--- config.mk ---
export PLATFORM = sky130hd
export DESIGN_NAME = dsa_seq
export DESIGN_NICKNAME = d
export VERILOG_FILES = /design/src/dsa_pkg.sv /design/src/dsa_seq.sv
export SDC_FILE = /design/constraint.sdc
export NUM_CORES = 1
export LEC_CHECK = 0
export CORE_ASPECT_RATIO = 0.9
export CORE_MARGIN = 1.5
export CORE_UTILIZATION = 40
export DETAILED_ROUTE_END_ITERATION = 16
export DONT_BUFFER_PORTS = 1
export SKIP_CTS_REPAIR_TIMING = 1
export SYNTH_ARGS = -nofsm -noshare
export SYNTH_HDL_FRONTEND = slang
export SYNTH_SLANG_ARGS = --single-unit
--- constraint.sdc ---
create_clock -name i_clk_sys -period 2.6 [get_ports i_clk_sys]
set_input_delay 0.13 -clock i_clk_sys [delete_from_list [all_inputs] [get_ports i_clk_sys]]
set_output_delay 0.13 -clock i_clk_sys [all_outputs]
set_load 0.02 [all_outputs]
--- src/dsa_pkg.sv ---
// constants and types for the dual-slope converter sequencer
package dsa_pkg;
    // phase lengths in converter clock periods (ticks), stored as last index
    localparam logic [12:0] INT_LAST    = 13'h07FF;  // 2048 ticks of signal integrate
    localparam logic [12:0] DE_LAST     = 13'h0FFF;  // 4096 ticks of de-integrate
    localparam logic [12:0] ZI_LAST     = 13'h03FF;  // 1024 ticks of zero integrator at most
    localparam logic [12:0] CYCLE_LAST  = 13'h1FFF;  // 8192 ticks per free-running cycle
    localparam logic [12:0] AZ_MIN_LAST = 13'h03FF;  // 1024 ticks of auto-zero at least
    localparam logic [2:0]  HOLD_LAST   = 3'h6;      // 7 ticks from run to integrate
    localparam logic [2:0]  SEND_SETTLE = 3'h5;      // clocks before a send answer is trusted
    localparam logic [12:0] CNT_ONE     = 13'h0001;
    localparam logic [11:0] FULL_SCALE  = 12'hFFF;

    // pin synchroniser bit positions and idle (pulled) levels
    localparam int unsigned PIN_N      = 7;
    localparam int unsigned PIN_CMP    = 0;
    localparam int unsigned PIN_MODE   = 1;
    localparam int unsigned PIN_RUN    = 2;
    localparam int unsigned PIN_SEND   = 3;
    localparam int unsigned PIN_CE     = 4;
    localparam int unsigned PIN_LBYTE  = 5;
    localparam int unsigned PIN_UBYTE  = 6;
    localparam logic [6:0]  PIN_RESET  = 7'h7C;  // mode low, others high, comparator low

    // register map (byte addresses)
    localparam logic [11:0] ADDR_CTRL   = 12'h000;
    localparam logic [11:0] ADDR_RESULT = 12'h004;
    localparam logic [11:0] ADDR_STATE  = 12'h008;
    localparam int unsigned CTRL_HOLD   = 0;
    localparam int unsigned CTRL_TRIG   = 1;
    localparam logic        CTRL_HOLD_RESET = 1'b0;
    localparam int unsigned RES_SIGN    = 12;
    localparam int unsigned RES_OVER    = 13;
    localparam int unsigned ST_STATUS   = 0;
    localparam int unsigned ST_IDLE     = 1;
    localparam int unsigned ST_PHASE    = 4;
    localparam int unsigned ST_HS       = 8;

    typedef enum logic [1:0] {
        PH_AZ  = 2'b00,
        PH_INT = 2'b01,
        PH_DE  = 2'b10,
        PH_ZI  = 2'b11
    } dsa_phase_t;

    typedef enum logic [2:0] {
        HS_IDLE   = 3'b000,
        HS_WAIT_H = 3'b001,
        HS_LOAD_H = 3'b010,
        HS_HOLD_H = 3'b011,
        HS_LOAD_L = 3'b100,
        HS_HOLD_L = 3'b101
    } dsa_hs_t;
endpackage

--- src/dsa_seq.sv ---
// dual-slope converter sequencer with result latch, byte port, handshake and apb
//
// Contract
// - auto-zero phase: inputs to common, offset loop closed, reference cap charged.
// - signal integrate lasts exactly 2048 converter clock periods.
// - comparator sampled at integrate end gives sign and reference polarity.
// - de-integrate counts periods until comparator crossing; count is magnitude.
// - zero integrator only after over-range, at most 1024 periods.
// - zero integrator: inputs off, reference recharged, comparator fed back.
// - 12-bit count latched with sign and over-range, three-state drivers.
// - status rises at integrate start, falls just after latch update.
// - output latches never change while status is low.
// - mode low or open selects direct mode; pull-down holds it low.
// - mode pulse starts handshake, two bytes sent, then direct mode again.
// - mode held high gives handshake transfer after every conversion.
// - run high or open converts continuously; pull-up holds it high.
// - run low after crossing abandons de-integrate, straight to auto-zero.
// - run low: finish conversion, minimum auto-zero, then idle in auto-zero.
// - run rising during idle: status and integrate start 7 periods later.
// - direct mode: active-low enables, byte drives only with both enables low.
// - low byte carries bits 1-8; high byte bits 9-12, sign, over-range.
// - handshake generates all strobes and flags to load both bytes.
// - free-running cycle is 8192 periods: auto-zero, integrate, de-integrate, zero.
// - handshake: after receiver-ready, load strobe low one period with byte.
// - mode ignored during handshake; latch updates blocked until it ends.
// - conversion ending during handshake has its result discarded.
module dsa_seq #(
    parameter int unsigned DIV = 4
) (
    input  wire logic        i_clk_sys,
    input  wire logic        i_resetn,
    input  wire logic        i_comparator,
    input  wire logic        i_mode,
    input  wire logic        i_run_hold,
    input  wire logic        i_send,
    input  wire logic        i_chip_enable_n,
    output logic             o_chip_enable_n,
    output logic             o_chip_enable_oe_n,
    input  wire logic        i_lower_byte_select_n,
    output logic             o_lower_byte_select_n,
    output logic             o_lower_byte_select_oe_n,
    input  wire logic        i_upper_byte_select_n,
    output logic             o_upper_byte_select_n,
    output logic             o_upper_byte_select_oe_n,
    output logic [7:0]       o_data_low,
    output logic             o_data_low_oe_n,
    output logic [5:0]       o_data_high,
    output logic             o_data_high_oe_n,
    output logic             o_status,
    output logic             o_auto_zero_phase,
    output logic             o_integrate_phase,
    output logic             o_reference_deintegrate_phase,
    output logic             o_zero_integrator_phase,
    output logic             o_sign_bit,
    input  wire logic        i_psel,
    input  wire logic        i_penable,
    input  wire logic        i_pwrite,
    input  wire logic [11:0] i_paddr,
    input  wire logic [31:0] i_pwdata,
    output logic [31:0]      o_prdata,
    output logic             o_pready,
    output logic             o_pslverr
);
    localparam logic [15:0] DIV_LAST = 16'(DIV - 1);

    // pin synchronisers: three stages, change accepted when stages two and three agree
    logic [6:0] pin_raw;
    logic [6:0] s1_q;
    logic [6:0] s2_q;
    logic [6:0] s3_q;
    logic [6:0] pin_q;
    logic [6:0] pin_d;
    assign pin_raw = {i_upper_byte_select_n, i_lower_byte_select_n, i_chip_enable_n,
                      i_send, i_run_hold, i_mode, i_comparator};
    genvar gi;
    generate
        for (gi = 0; gi < dsa_pkg::PIN_N; gi = gi + 1) begin : g_sync
            always_comb begin
                pin_d[gi] = (s2_q[gi] == s3_q[gi]) ? s3_q[gi] : pin_q[gi];
            end
            always_ff @(posedge i_clk_sys) begin
                if (!i_resetn) begin
                    s1_q[gi]  <= dsa_pkg::PIN_RESET[gi];
                    s2_q[gi]  <= dsa_pkg::PIN_RESET[gi];
                    s3_q[gi]  <= dsa_pkg::PIN_RESET[gi];
                    pin_q[gi] <= dsa_pkg::PIN_RESET[gi];
                end else begin
                    s1_q[gi]  <= pin_raw[gi];
                    s2_q[gi]  <= s1_q[gi];
                    s3_q[gi]  <= s2_q[gi];
                    pin_q[gi] <= pin_d[gi];
                end
            end
        end
    endgenerate

    logic cmp_s;
    logic mode_s;
    logic run_s;
    logic send_s;
    logic ce_n_s;
    logic lbyte_n_s;
    logic ubyte_n_s;
    assign cmp_s     = pin_q[dsa_pkg::PIN_CMP];
    assign mode_s    = pin_q[dsa_pkg::PIN_MODE];
    assign run_s     = pin_q[dsa_pkg::PIN_RUN];
    assign send_s    = pin_q[dsa_pkg::PIN_SEND];
    assign ce_n_s    = pin_q[dsa_pkg::PIN_CE];
    assign lbyte_n_s = pin_q[dsa_pkg::PIN_LBYTE];
    assign ubyte_n_s = pin_q[dsa_pkg::PIN_UBYTE];

    // converter clock: one-cycle tick every DIV system clocks
    logic [15:0] div_q;
    logic [15:0] div_d;
    logic        tick;
    always_comb begin
        tick  = (div_q == DIV_LAST);
        div_d = tick ? 16'h0000 : div_q + 16'h0001;
    end
    always_ff @(posedge i_clk_sys) begin
        if (!i_resetn) div_q <= 16'h0000;
        else           div_q <= div_d;
    end

    // control register and handshake state shared with the phase logic
    logic              ctrl_hold_q;
    logic              hold_req;
    dsa_pkg::dsa_hs_t  hs_q;
    dsa_pkg::dsa_hs_t  hs_d;
    logic              hs_busy;
    assign hold_req = !run_s || ctrl_hold_q;
    assign hs_busy  = (hs_q != dsa_pkg::HS_IDLE);

    // phase sequencer and de-integrate counter
    dsa_pkg::dsa_phase_t phase_q;
    dsa_pkg::dsa_phase_t phase_d;
    logic [12:0] ph_cnt_q;
    logic [12:0] ph_cnt_d;
    logic [12:0] cyc_q;
    logic [12:0] cyc_d;
    logic        sign_q;
    logic        sign_d;
    logic        crossed_q;
    logic        crossed_d;
    logic        idle_q;
    logic        idle_d;
    logic [2:0]  start_q;
    logic [2:0]  start_d;
    logic        latch_evt;
    logic        over_evt;
    logic        enter_int;
    always_comb begin
        phase_d   = phase_q;
        ph_cnt_d  = ph_cnt_q;
        cyc_d     = cyc_q;
        sign_d    = sign_q;
        crossed_d = crossed_q;
        idle_d    = idle_q;
        start_d   = start_q;
        latch_evt = 1'b0;
        over_evt  = 1'b0;
        enter_int = 1'b0;
        if (tick) begin
            cyc_d    = cyc_q + dsa_pkg::CNT_ONE;
            ph_cnt_d = ph_cnt_q + dsa_pkg::CNT_ONE;
            case (phase_q)
                dsa_pkg::PH_AZ: begin
                    // saturate so a long hold cannot wrap the minimum auto-zero count
                    if (ph_cnt_q >= dsa_pkg::AZ_MIN_LAST) ph_cnt_d = ph_cnt_q;
                    if (hold_req) begin
                        idle_d  = 1'b1;
                        start_d = 3'h0;
                    end else if (idle_q) begin
                        if (ph_cnt_q >= dsa_pkg::AZ_MIN_LAST) begin
                            if (start_q == dsa_pkg::HOLD_LAST) enter_int = 1'b1;
                            else start_d = start_q + 3'h1;
                        end
                    end else if (cyc_q == dsa_pkg::CYCLE_LAST) begin
                        enter_int = 1'b1;
                    end
                    if (enter_int) begin
                        phase_d  = dsa_pkg::PH_INT;
                        ph_cnt_d = 13'h0000;
                        cyc_d    = 13'h0000;
                        idle_d   = 1'b0;
                        start_d  = 3'h0;
                    end
                end
                dsa_pkg::PH_INT: begin
                    if (ph_cnt_q == dsa_pkg::INT_LAST) begin
                        sign_d    = cmp_s;
                        phase_d   = dsa_pkg::PH_DE;
                        ph_cnt_d  = 13'h0000;
                        crossed_d = 1'b0;
                    end
                end
                dsa_pkg::PH_DE: begin
                    if (!crossed_q && (cmp_s != sign_q)) begin
                        crossed_d = 1'b1;
                        latch_evt = 1'b1;
                    end
                    if (ph_cnt_q == dsa_pkg::DE_LAST) begin
                        ph_cnt_d = 13'h0000;
                        if (!crossed_d) begin
                            over_evt  = 1'b1;
                            latch_evt = 1'b1;
                            phase_d   = dsa_pkg::PH_ZI;
                        end else begin
                            phase_d = dsa_pkg::PH_AZ;
                        end
                    end else if (crossed_d && hold_req) begin
                        phase_d  = dsa_pkg::PH_AZ;
                        ph_cnt_d = 13'h0000;
                        idle_d   = 1'b1;
                        start_d  = 3'h0;
                    end
                end
                dsa_pkg::PH_ZI: begin
                    if (ph_cnt_q == dsa_pkg::ZI_LAST) begin
                        phase_d  = dsa_pkg::PH_AZ;
                        ph_cnt_d = 13'h0000;
                    end
                end
                default: phase_d = dsa_pkg::PH_AZ;
            endcase
        end
    end
    always_ff @(posedge i_clk_sys) begin
        if (!i_resetn) begin
            phase_q   <= dsa_pkg::PH_AZ;
            ph_cnt_q  <= 13'h0000;
            cyc_q     <= 13'h0000;
            sign_q    <= 1'b0;
            crossed_q <= 1'b0;
            idle_q    <= 1'b0;
            start_q   <= 3'h0;
        end else begin
            phase_q   <= phase_d;
            ph_cnt_q  <= ph_cnt_d;
            cyc_q     <= cyc_d;
            sign_q    <= sign_d;
            crossed_q <= crossed_d;
            idle_q    <= idle_d;
            start_q   <= start_d;
        end
    end

    // analog switch controls decoded from the phase register
    assign o_auto_zero_phase             = (phase_q == dsa_pkg::PH_AZ);
    assign o_integrate_phase             = (phase_q == dsa_pkg::PH_INT);
    assign o_reference_deintegrate_phase = (phase_q == dsa_pkg::PH_DE);
    assign o_zero_integrator_phase       = (phase_q == dsa_pkg::PH_ZI);
    assign o_sign_bit                    = sign_q;

    // result latches and status flag
    logic [11:0] res_q;
    logic [11:0] res_d;
    logic        res_sign_q;
    logic        res_sign_d;
    logic        res_over_q;
    logic        res_over_d;
    logic        stat_q;
    logic        stat_d;
    logic        drop_q;
    logic        drop_d;
    logic        stored;
    always_comb begin
        res_d      = res_q;
        res_sign_d = res_sign_q;
        res_over_d = res_over_q;
        stat_d     = stat_q;
        drop_d     = drop_q;
        stored     = latch_evt && !hs_busy;
        if (stored) begin
            res_d      = over_evt ? dsa_pkg::FULL_SCALE : ph_cnt_q[11:0];
            res_sign_d = sign_q;
            res_over_d = over_evt;
        end
        if (latch_evt) begin
            drop_d = 1'b1;
        end else if (drop_q && tick) begin
            stat_d = 1'b0;
            drop_d = 1'b0;
        end
        if (enter_int) stat_d = 1'b1;
    end
    always_ff @(posedge i_clk_sys) begin
        if (!i_resetn) begin
            res_q      <= 12'h000;
            res_sign_q <= 1'b0;
            res_over_q <= 1'b0;
            stat_q     <= 1'b0;
            drop_q     <= 1'b0;
        end else begin
            res_q      <= res_d;
            res_sign_q <= res_sign_d;
            res_over_q <= res_over_d;
            stat_q     <= stat_d;
            drop_q     <= drop_d;
        end
    end
    assign o_status = stat_q;

    // handshake sequencer: request flag and byte transfer states
    logic mode_prev_q;
    logic pend_q;
    logic pend_d;
    logic sw_trig;
    logic [2:0] guard_q;
    logic [2:0] guard_d;
    always_comb begin
        pend_d = pend_q;
        hs_d   = hs_q;
        // hold states let a busy answer cross the synchroniser before trusting send
        guard_d = 3'h0;
        if ((hs_q == dsa_pkg::HS_HOLD_H) || (hs_q == dsa_pkg::HS_HOLD_L)) begin
            guard_d = (guard_q == dsa_pkg::SEND_SETTLE) ? guard_q : guard_q + 3'h1;
        end
        if (!hs_busy && ((mode_s && !mode_prev_q) || sw_trig)) pend_d = 1'b1;
        if (stored && mode_s) pend_d = 1'b1;
        if (tick) begin
            case (hs_q)
                dsa_pkg::HS_IDLE:   if (pend_q && !latch_evt) begin
                    hs_d   = dsa_pkg::HS_WAIT_H;
                    pend_d = 1'b0;
                end
                dsa_pkg::HS_WAIT_H: if (send_s) hs_d = dsa_pkg::HS_LOAD_H;
                dsa_pkg::HS_LOAD_H: hs_d = dsa_pkg::HS_HOLD_H;
                dsa_pkg::HS_HOLD_H: if (send_s && (guard_q == dsa_pkg::SEND_SETTLE)) begin
                    hs_d = dsa_pkg::HS_LOAD_L;
                end
                dsa_pkg::HS_LOAD_L: hs_d = dsa_pkg::HS_HOLD_L;
                dsa_pkg::HS_HOLD_L: if (send_s && (guard_q == dsa_pkg::SEND_SETTLE)) begin
                    hs_d = dsa_pkg::HS_IDLE;
                end
                default:            hs_d = dsa_pkg::HS_IDLE;
            endcase
        end
    end
    always_ff @(posedge i_clk_sys) begin
        if (!i_resetn) begin
            hs_q        <= dsa_pkg::HS_IDLE;
            pend_q      <= 1'b0;
            mode_prev_q <= 1'b0;
            guard_q     <= 3'h0;
        end else begin
            hs_q        <= hs_d;
            pend_q      <= pend_d;
            mode_prev_q <= mode_s;
            guard_q     <= guard_d;
        end
    end

    // control pins and byte drivers
    logic hs_upper;
    logic hs_lower;
    logic ctl_drive;
    always_comb begin
        hs_upper  = (hs_q == dsa_pkg::HS_LOAD_H) || (hs_q == dsa_pkg::HS_HOLD_H);
        hs_lower  = (hs_q == dsa_pkg::HS_LOAD_L) || (hs_q == dsa_pkg::HS_HOLD_L);
        ctl_drive = mode_s || hs_busy;
        o_chip_enable_n          = !((hs_q == dsa_pkg::HS_LOAD_H) ||
                                     (hs_q == dsa_pkg::HS_LOAD_L));
        o_upper_byte_select_n    = !hs_upper;
        o_lower_byte_select_n    = !hs_lower;
        o_chip_enable_oe_n       = !ctl_drive;
        o_upper_byte_select_oe_n = !ctl_drive;
        o_lower_byte_select_oe_n = !ctl_drive;
        if (hs_busy) begin
            o_data_high_oe_n = !hs_upper;
            o_data_low_oe_n  = !hs_lower;
        end else if (!mode_s) begin
            o_data_high_oe_n = !(!ce_n_s && !ubyte_n_s);
            o_data_low_oe_n  = !(!ce_n_s && !lbyte_n_s);
        end else begin
            o_data_high_oe_n = 1'b1;
            o_data_low_oe_n  = 1'b1;
        end
    end
    assign o_data_low  = res_q[7:0];
    assign o_data_high = {res_over_q, res_sign_q, res_q[11:8]};

    // apb slave: zero-wait access, read data captured in the setup cycle
    logic        apb_setup;
    logic        apb_access;
    logic        addr_ok;
    logic [31:0] prdata_d;
    logic [31:0] prdata_q;
    logic        ctrl_hold_d;
    always_comb begin
        apb_setup   = i_psel && !i_penable;
        apb_access  = i_psel && i_penable;
        addr_ok     = (i_paddr == dsa_pkg::ADDR_CTRL) || (i_paddr == dsa_pkg::ADDR_RESULT) ||
                      (i_paddr == dsa_pkg::ADDR_STATE);
        ctrl_hold_d = ctrl_hold_q;
        sw_trig     = 1'b0;
        prdata_d    = prdata_q;
        if (apb_access && i_pwrite && (i_paddr == dsa_pkg::ADDR_CTRL)) begin
            ctrl_hold_d = i_pwdata[dsa_pkg::CTRL_HOLD];
            sw_trig     = i_pwdata[dsa_pkg::CTRL_TRIG];
        end
        if (apb_setup) begin
            prdata_d = 32'h0000_0000;
            if (i_paddr == dsa_pkg::ADDR_CTRL) begin
                prdata_d[dsa_pkg::CTRL_HOLD] = ctrl_hold_q;
            end else if (i_paddr == dsa_pkg::ADDR_RESULT) begin
                prdata_d[11:0]              = res_q;
                prdata_d[dsa_pkg::RES_SIGN] = res_sign_q;
                prdata_d[dsa_pkg::RES_OVER] = res_over_q;
            end else if (i_paddr == dsa_pkg::ADDR_STATE) begin
                prdata_d[dsa_pkg::ST_STATUS]        = stat_q;
                prdata_d[dsa_pkg::ST_IDLE]          = idle_q;
                prdata_d[dsa_pkg::ST_PHASE +: 2]    = phase_q;
                prdata_d[dsa_pkg::ST_HS +: 3]       = hs_q;
            end
        end
    end
    always_ff @(posedge i_clk_sys) begin
        if (!i_resetn) begin
            ctrl_hold_q <= dsa_pkg::CTRL_HOLD_RESET;
            prdata_q    <= 32'h0000_0000;
        end else begin
            ctrl_hold_q <= ctrl_hold_d;
            prdata_q    <= prdata_d;
        end
    end
    assign o_prdata  = prdata_q;
    assign o_pready  = apb_access;
    assign o_pslverr = apb_access && !addr_ok;
endmodule // dsa_seq

==> impl_metrics.toml, run 1 <==
[run_status]
status = "finished, final reports clean"

[cells_and_area]
n_antenna_cell = 0
layout_common_cells = "dfxtp_1, nor2_1, nand2_1"
drive_above_1_share = 0.1281
nets = 700
layout.cells.non_filler = 816
areaGrowthSynthToFinish_pct = 15.56
fin_area_sq_um = 6252
layout_commonest_cell = "dfxtp_1"

[cts]
cts_tree = "done"
clock_sinks = 117
insertion_delay_ns = 0.42
clk_pin_slew_ns = 0.06
cts_made_buffers = 17
cts_root_buf = "clkbuf_16"
cts_htree_levels = 4
ctsLongestPathBuffers = 2

[pwr]
p_clk_frac = 0.517
vdd_drop_max_v = 0.0004479
powerDensity_nw_per_um2 = 663.7
p_total_uw = 4149
leakage_uw = 0.002320
p_int_uw = 3217
p_switching_uw = 932.5
pwr-share-seq = 0.442
sw_frac_of_total = 0.2247
p_comb_frac = 0.041

[die]
chipHeight_um = 113.3
die-area_sq_um = 14230
boundaryPins = 118
core_sq_um = 13260
placementRows = 40
fp.dieW_um = 125.6
initial_core_util = 0.4079

[yosys]
ys_seq_area_frac = 0.4329
ys_types = 71
ys_ff_latch = 117
synth_top_area_cell = "dfxtp_1"
avgSynthCellArea_sq_um = 8.783
ys_warn_count = 0
synth_top_area_frac = 0.4329
syn_inst = 616
synth-edff-count = 0
async_reset_ff_frac = 0
ys_dominant_reg_cell = "dfxtp_1"
synth_area_leaders = "dfxtp_1, nor2_1, nand2_1"
syn_area_sq_um = 5410

[critical_path]
cp_data_arrival_time_ns = 2.71
r2r-start = "ph_cnt_q[6]"
r2r_cells = 6
regToRegEndpoint = "ph_cnt_q[6]"
path_max_fanout = 10
crit_path_end_kind = "flop"
setup.worst_path.end = "ph_cnt_q[6]"
crit_path_start_kind = "flop"
crit_type = "reg -> reg"
r2r_slack_ns = 0.22
cp.required_ns = 2.93
worstSetupStartpoint = "ph_cnt_q[6]"

[timing]
fin_crit_sh = 0.9139
max_freq_mhz = 420.9
fin_setup_tns_ns = 0
rsz0062_at_grt = "no"
hold_viol_final = 0
tightest_slew_ns = 1.003
report.final.slew_viol_count = 0
period_needed_ns = 2.376
finClkSkew_ns = 0.01079
relSlewSlack = 0.3218
finalSetupViolCount = 0

[grt]
grt_pass1_wl_um = 19550
antenna_found_initial = 0
track_usage = 0.1731
grt-ovfl-total = 0
grt_pass1_vias = 4094
grt_max_degree = 52

[route]
drt-wirelength-per-cell_um = 14.86
dr.pass1.iters = 6
vias = 4325
drc = 0
vias_per_cell = 5.300
routed_wl_um = 12130
drt_iter0_drc = 242
ant_nets = 0

[min_path]
hp-class = "in -> reg"

[place]
dp_cells = 770
place_area_sq_um = 5540
globalplace.congestion = 0.8822
port_buffers = 0
dp.final_hpwl_um = 8286

[run]
drv_cap = 0
[flip-flops by register name, summed over array words and instances, names as in the netlist, 2 cells and up]
register	flops
s2_q	7
hs_q	3
o_prdata	14
phase_q	2
s3_q	7
div_q	16
cyc_q	13
s1_q	7
res_q	12
start_q	3
guard_q	3
ph_cnt_q	13
[synthesized netlist by cell type, types with 3 or more instances]
cell type	instances
ha_1	7
o31ai_1	5
a31oi_1	6
o21ai_2	3
inv_1	13
or3_1	6
nand3_1	20
a22oi_1	15
a32oi_1	3
a21oi_1	38
and4_1	3
a211oi_1	3
nor3_1	10
nand4_1	12
nor2_1	75
xor2_1	12
xnor2_1	13
nand2b_1	24
dfxtp_1	117
nand3b_1	3
buf_2	6
a222oi_1	6
or2_2	4
and2_1	13
o21ai_0	16
buf_4	23
nor4_4	4
nor2b_1	6
nand2_1	66
o21a_1	3
clkbuf_1	19
and3_1	15
[critical path, cell delays in order (launching register included)]
cell and delay [ns]:
dfxtp_1 0.48, nand4_1 0.27, o31ai_4 0.34, a21oi_1 0.15, a311oi_2 0.75, a22oi_1 0.20
o31ai_1 0.10
[layout make-up]
type | instances | area (sq um)
tap | 168 | 210.2
clock inverter | 10 | 83.83
multi-input combinational | 452 | 2795
sequential | 117 | 2342
clock buffer | 20 | 456.7
inverter | 13 | 48.80
fill | 1263 | 7010
timing repair buffer | 36 | 315.3
[worst min path at each step]
| stage | startpoint | endpoint | depth (start not counted) |
|---|---|---|---|
| 3_3_place_gp | i_resetn | s2_q[5] | 1 |
| 5_1_grt | i_resetn | ph_cnt_q[5] | 3 |
| 4_1_cts | i_resetn | s3_q[3] | 1 |
| 6_report | i_resetn | ph_cnt_q[5] | 3 |
| 2_1_floorplan | i_run_hold | s1_q[2] | 1 |
| 3_5_place_dp | i_resetn | s1_q[3] | 1 |
[metal layers]
layer / routed length (um) / GRT usage / part of all wire / vias to the layer above
met4: 177 / 0.07879 / 0.015 / 0
met2: 5342 / 0.2670 / 0.44 / 140
met1: 5406 / 0.2162 / 0.45 / 1999
met3: 1199 / 0.06383 / 0.099 / 16
met5: 0 / 0 / 0 / -
li1: - / - / - / 2170
[cell families (layout without fill, tap and decap cells)]
| family | Yosys count | after routing | synth area share |
|---|---|---|---|
| other | 1 | 18 | 0.0006931 |
| flip-flops | 117 | 117 | 0.4329 |
| buffers and inverters | 64 | 79 | 0.06337 |
| AND/OR/NAND/NOR | 279 | 279 | 0.2808 |
| AO/OA/AOI/OAI | 120 | 120 | 0.1589 |
| XOR/XNOR | 26 | 26 | 0.04348 |
| multiplexers | 2 | 2 | 0.003700 |
| adder cells (fa/ha/maj) | 7 | 7 | 0.01619 |
[power by group through the flow]
stage	clock [uW]	combinational [uW]	sequential, uW
global route	2260	190	1840
detailed placement	0	143	1870
CTS	2190	143	1830
global placement	0	140	1870
floorplan	0	144	1870
finish	2140	171	1830
[per-stage QoR]
step                      setup WS [ns]  hold WS [ns]  utilization
after floorplan                  0.5069        0.2315            -
after global placement           0.2279        0.2116       0.4177
after detailed placement         0.1781        0.2156       0.4177
after CTS                        0.1652       -0.2237       0.4585
after global routing           0.006483      0.003097       0.4714
final                            0.2239      0.001725       0.4714
Note: power is estimated with default switching activity, not from simulation.
==> inputs of run 2 (changes only) <==
--- a/config.mk
+++ b/config.mk
@@ -11,4 +11,5 @@
 export DETAILED_ROUTE_END_ITERATION = 16
 export DONT_BUFFER_PORTS = 1
+export HOLD_SLACK_MARGIN = 0.06
 export SKIP_CTS_REPAIR_TIMING = 1
 export SYNTH_ARGS = -nofsm -noshare
==> constraint.sdc (replaced) <==
create_clock -name i_clk_sys -period 2.6 [get_ports i_clk_sys]
set_input_delay 0.26 -clock i_clk_sys [delete_from_list [all_inputs] [get_ports i_clk_sys]]
set_output_delay 0.26 -clock i_clk_sys [all_outputs]
set_load 0.02 [all_outputs]
==> run 2 against run 1 <==
Against the previous run:
- clock skew shrank 0.0039 ns
- first-iteration DRC count grew 1.2%
- count of clock-buffer cells in the layout shrank 2
- flip-flop and latch count unchanged
- utilization is 0.41 points higher
- register-to-register slack got worse by 0.02 ns
- global-route usage decreased by 0.27 points
- cell count increased by 0.12%
- clock power increased by 11%
- routed wire length is 0.89% lower
- largest cell class unchanged
==> impl_metrics.toml, run 2 (same netlist as run 1, synthesis figures left out) <==
[cts]
cts_root_buf = "clkbuf_16"
cts_tree = "done"
insertion_delay_ns = 0.41
clock_sinks = 117
cts_made_buffers = 17
cts_htree_levels = 4
clk_pin_slew_ns = 0.06
ctsLongestPathBuffers = 2

[critical_path]
r2r_cells = 7
crit_path_start_kind = "flop"
cp_data_arrival_time_ns = 2.69
cp.required_ns = 2.90
crit_type = "reg -> reg"
path_max_fanout = 10
crit_path_end_kind = "flop"

[route]
vias = 4361
routed_wl_um = 12020
drc = 0
drt-wirelength-per-cell_um = 14.71
ant_nets = 0
dr.pass1.iters = 5
drt_iter0_drc = 245
vias_per_cell = 5.338

[timing]
max_freq_mhz = 417.6
rsz0062_at_grt = "no"
relSlewSlack = 0.6059
fin_crit_sh = 0.9210
hold_viol_final = 0
report.final.slew_viol_count = 0
finalSetupViolCount = 0
finClkSkew_ns = 0.006877
period_needed_ns = 2.395
tightest_slew_ns = 0.5912
fin_setup_tns_ns = 0

[cells_and_area]
drive_above_1_share = 0.1341
layout_commonest_cell = "dfxtp_1"
multi_input_area_sq_um = 2800
areaGrowthSynthToFinish_pct = 16.56
nets = 699
largest_reg_flops = 16
register_area_sq_um = 2342
fill_cells = 1220
layout_common_cells = "dfxtp_1, nor2_1, nand2_1"
n_antenna_cell = 0
fin_area_sq_um = 6306
largest_register = "div_q"

[die]
fp.dieW_um = 125.6
chipHeight_um = 113.3
die-area_sq_um = 14230
placementRows = 40
initial_core_util = 0.4079
boundaryPins = 118
core_sq_um = 13260

[run]
drv_cap = 0

[grt]
use_met3 = 0.06809
track_usage = 0.1704
grt-ovfl-total = 0
grt_pass1_vias = 3943
antenna_found_initial = 0
grt_pass1_wl_um = 19240
gr-usage-met2 = 0.2565
grt_max_degree = 52
met1_usage = 0.2209
top_usage_layer = "met2"

[pwr]
p_int_uw = 3389
p_comb_frac = 0.038
vdd_drop_max_v = 0.0004203
powerDensity_nw_per_um2 = 692.9
pwr-share-seq = 0.419
p_switching_uw = 980.6
sw_frac_of_total = 0.2244
p_clk_frac = 0.542
leakage_uw = 0.002342

[place]
place_area_sq_um = 5563
port_buffers = 0
dp.final_hpwl_um = 8423
globalplace.congestion = 0.8640

[min_path]
hp-class = "in -> reg"
holdPathStages = 2

[run_status]
status = "finished, final reports clean"
[run 2: path summary, 6_finish.rpt]
kind / startpoint / end / slack [ns]
setup / recovery: div_q[0] / ph_cnt_q[9] / 0.21
hold / removal: i_resetn / guard_q[0] / 0.08
setup reg to reg: div_q[0] / ph_cnt_q[9] / 0.21
hold reg to reg: s1_q[3] / s2_q[3] / 0.41
[run 2: power by group through the flow]
stage                     clock network (uW)  registers [uW]  logic, uW
after detailed placement                   0            1870        144
after global placement                     0            1870        140
final                                   2370            1830        168
after global routing                    2500            1830        184
after CTS                               2430            1830        144
after floorplan                            0            1870        144
[run 2: worst max-delay path, stage by stage (launching register included)]
cell and delay [ns]:
dfxtp_1 0.36, ha_1 0.22, nor4b_2 0.34, nand4_4 0.29, a21oi_1 0.37, a31o_2 0.20
nand3_2 0.19, o41ai_1 0.31
[run 2: cell type report]
cell class / instances / share of cell area
Sequential cell: 117 / 0.3714
Multi-Input combinational cell: 452 / 0.4440
Timing Repair Buffer: 35 / 0.04722
Inverter: 13 / 0.007738
Clock buffer: 18 / 0.06806
Clock inverter: 14 / 0.02817
Tap cell: 168 / 0.03333
[run 2: routing by layer]
layer | share of wire | up-vias
met3 | 0.086 | 14
met1 | 0.47 | 2039
met4 | 0.014 | 0
met5 | 0 | -
met2 | 0.43 | 143
li1 | - | 2165
[run 2: through the flow]
step | hold slack, ns | util | cells | worst slack [ns] | total power (uW)
5_1_grt | 0.06421 | 0.4755 | 817 | 0.03026 | 4519
6_report | 0.07819 | 0.4755 | 817 | 0.2053 | 4369
3_3_place_gp | 0.3415 | 0.4194 | 773 | 0.2016 | 2010
3_5_place_dp | 0.3448 | 0.4194 | 773 | 0.08708 | 2015
4_1_cts | -0.09331 | 0.4652 | 805 | 0.07900 | 4402
2_1_floorplan | 0.3615 | - | 633 | 0.5069 | 2012
==> inputs of run 3 (changes only) <==
- ABC_AREA: unset -> 0
- clock period: 2.6 -> 2.4 ns (I/O delays scaled with it)
==> run 3 against run 2 <==
Against the previous run:
- routed wire length is 6.2% higher
- largest power group unchanged
- critical path type unchanged
- clock power increased by 11%
- sequential share of layout area fell by 0.73 points
- cell count increased by 1.3%
- highest routed layer unchanged
- maximum frequency grew 8.4%
- flip-flop and latch count unchanged
==> impl_metrics.toml, run 3 (same netlist as run 1, synthesis figures left out) <==
[pwr]
pwr-share-seq = 0.413
powerDensity_nw_per_um2 = 747.7
p_int_uw = 3738
p_clk_frac = 0.547
sw_frac_of_total = 0.2228
vdd_drop_max_v = 0.0004419
p_comb_frac = 0.040
leakage_uw = 0.002419
p_switching_uw = 1071

[grt]
grt_max_degree = 52
grt_pass1_wl_um = 20360
grt-ovfl-total = 0
track_usage = 0.1792
antenna_found_initial = 0
grt_pass1_vias = 4194

[timing]
max_freq_mhz = 452.7
rsz0062_at_grt = "no"
setup_slack_ns = 0.1910
hold_viol_final = 0
relSlewSlack = 0.6175
report.final.slew_viol_count = 0
tightest_slew_ns = 0.5738
finalSetupViolCount = 0
fin_crit_sh = 0.9204
fin_setup_tns_ns = 0
finClkSkew_ns = 0.005976
period_needed_ns = 2.209

[die]
die-area_sq_um = 14230
core_sq_um = 13260
boundaryPins = 118
initial_core_util = 0.4079
chipHeight_um = 113.3
fp.dieW_um = 125.6
placementRows = 40

[min_path]
hold_path.startpoint = "i_penable"
hp-class = "in -> reg"
hold_end = "o_prdata[0]"
holdPathStages = 3

[route]
ant_nets = 0
routed_wl_um = 12760
dr.pass1.iters = 5
drt-wirelength-per-cell_um = 15.41
vias = 4490
drc = 0
vias_per_cell = 5.423
drt_iter0_drc = 371

[critical_path]
regToRegEndpoint = "start_q[1]"
crit_path_end_kind = "flop"
r2r-start = "div_q[0]"
cp.required_ns = 2.74
crit_path_start_kind = "flop"
crit_type = "reg -> reg"
cp_data_arrival_time_ns = 2.55
path_max_fanout = 6
r2r_cells = 7
r2r_slack_ns = 0.19

[place]
globalplace.congestion = 0.8463
dp.final_hpwl_um = 8755
pre_cts_ws_ns = 0.06824
port_buffers = 0
place_area_sq_um = 5673

[cts]
cts_htree_levels = 4
cts_root_buf = "clkbuf_16"
clock_sinks = 117
insertion_delay_ns = 0.41
ctsLongestPathBuffers = 2
cts_made_buffers = 17
clk_pin_slew_ns = 0.05
cts_tree = "done"

[cells_and_area]
areaGrowthSynthToFinish_pct = 18.89
layout_common_cells = "dfxtp_1, nor2_1, nand2_1"
fin_area_sq_um = 6432
layout_commonest_cell = "dfxtp_1"
nets = 710
drive_above_1_share = 0.1530
n_antenna_cell = 0
fill_cells = 1228
largest_register = "div_q"
largest_reg_flops = 16

[run]
drv_cap = 0

[run_status]
status = "finished, final reports clean"
## run 3: cell types whose count changed in the layout (fill, tap and decap cells not counted), sizes merged
cell	delta
clkbuf	+1
inv	+1
clkinvlp	-2
buf	+11
## run 3: cell type report
class                      instances  area, sq um  share of cell area
multi-input combinational        452         2814              0.4375
sequential                       117         2342              0.3641
clock buffer                      19        452.9             0.07041
timing repair buffer              46        392.9             0.06108
tap                              168        210.2             0.03268
clock inverter                    13        171.4             0.02665
inverter                          13        48.80            0.007586
## run 3: worst max-delay path, cell delays in order (launching register included)
cell and delay, ns:
dfxtp_1 0.37, ha_1 0.24, nor4b_4 0.29, nand4_4 0.21
a2111oi_4 0.37, o21ai_2 0.15, or3_1 0.36, a21oi_1 0.14
## run 3: power by group through the flow
stage,combinational [uW],clock [uW],sequential (uW)
6_report,191,2630,1990
5_1_grt,208,2770,1990
4_1_cts,163,2680,1980
3_5_place_dp,161,0,2030
3_3_place_gp,157,0,2030
2_1_floorplan,156,0,2020
## run 3: per-layer routing
layer / track usage / routed length (um) / vias up / part of all wire
li1: - / - / 2187 / -
met1: 0.2325 / 6029 / 2093 / 0.47
met4: 0.07500 / 150 / 0 / 0.012
met2: 0.2696 / 5478 / 193 / 0.43
met5: 0 / 0 / - / 0
met3: 0.06525 / 1101 / 17 / 0.086
## run 3: how the worst max path moves through the flow
stage | from | endpoint | slack (ns) | cells past startpoint
detailed placement | ph_cnt_q[8] | ph_cnt_q[5] | 0.07 | 6
CTS | ph_cnt_q[8] | ph_cnt_q[5] | 0.05 | 6
floorplan | ph_cnt_q[0] | res_q[10] | 0.31 | 8
global placement | ph_cnt_q[8] | ph_cnt_q[9] | 0.13 | 6
global route | cyc_q[0] | ph_cnt_q[7] | 0.005 | 8
finish | div_q[0] | start_q[1] | 0.19 | 7
## run 3: stage by stage
| stage | total power [uW] | util | cells | hold slack (ns) |
|---|---|---|---|---|
| finish | 4809 | 0.4850 | 828 | 0.07722 |
| global placement | 2182 | 0.4277 | 786 | 0.3220 |
| floorplan | 2180 | - | 633 | 0.3415 |
| global route | 4968 | 0.4850 | 828 | 0.08476 |
| CTS | 4831 | 0.4748 | 818 | -0.1079 |
| detailed placement | 2188 | 0.4277 | 786 | 0.3248 |
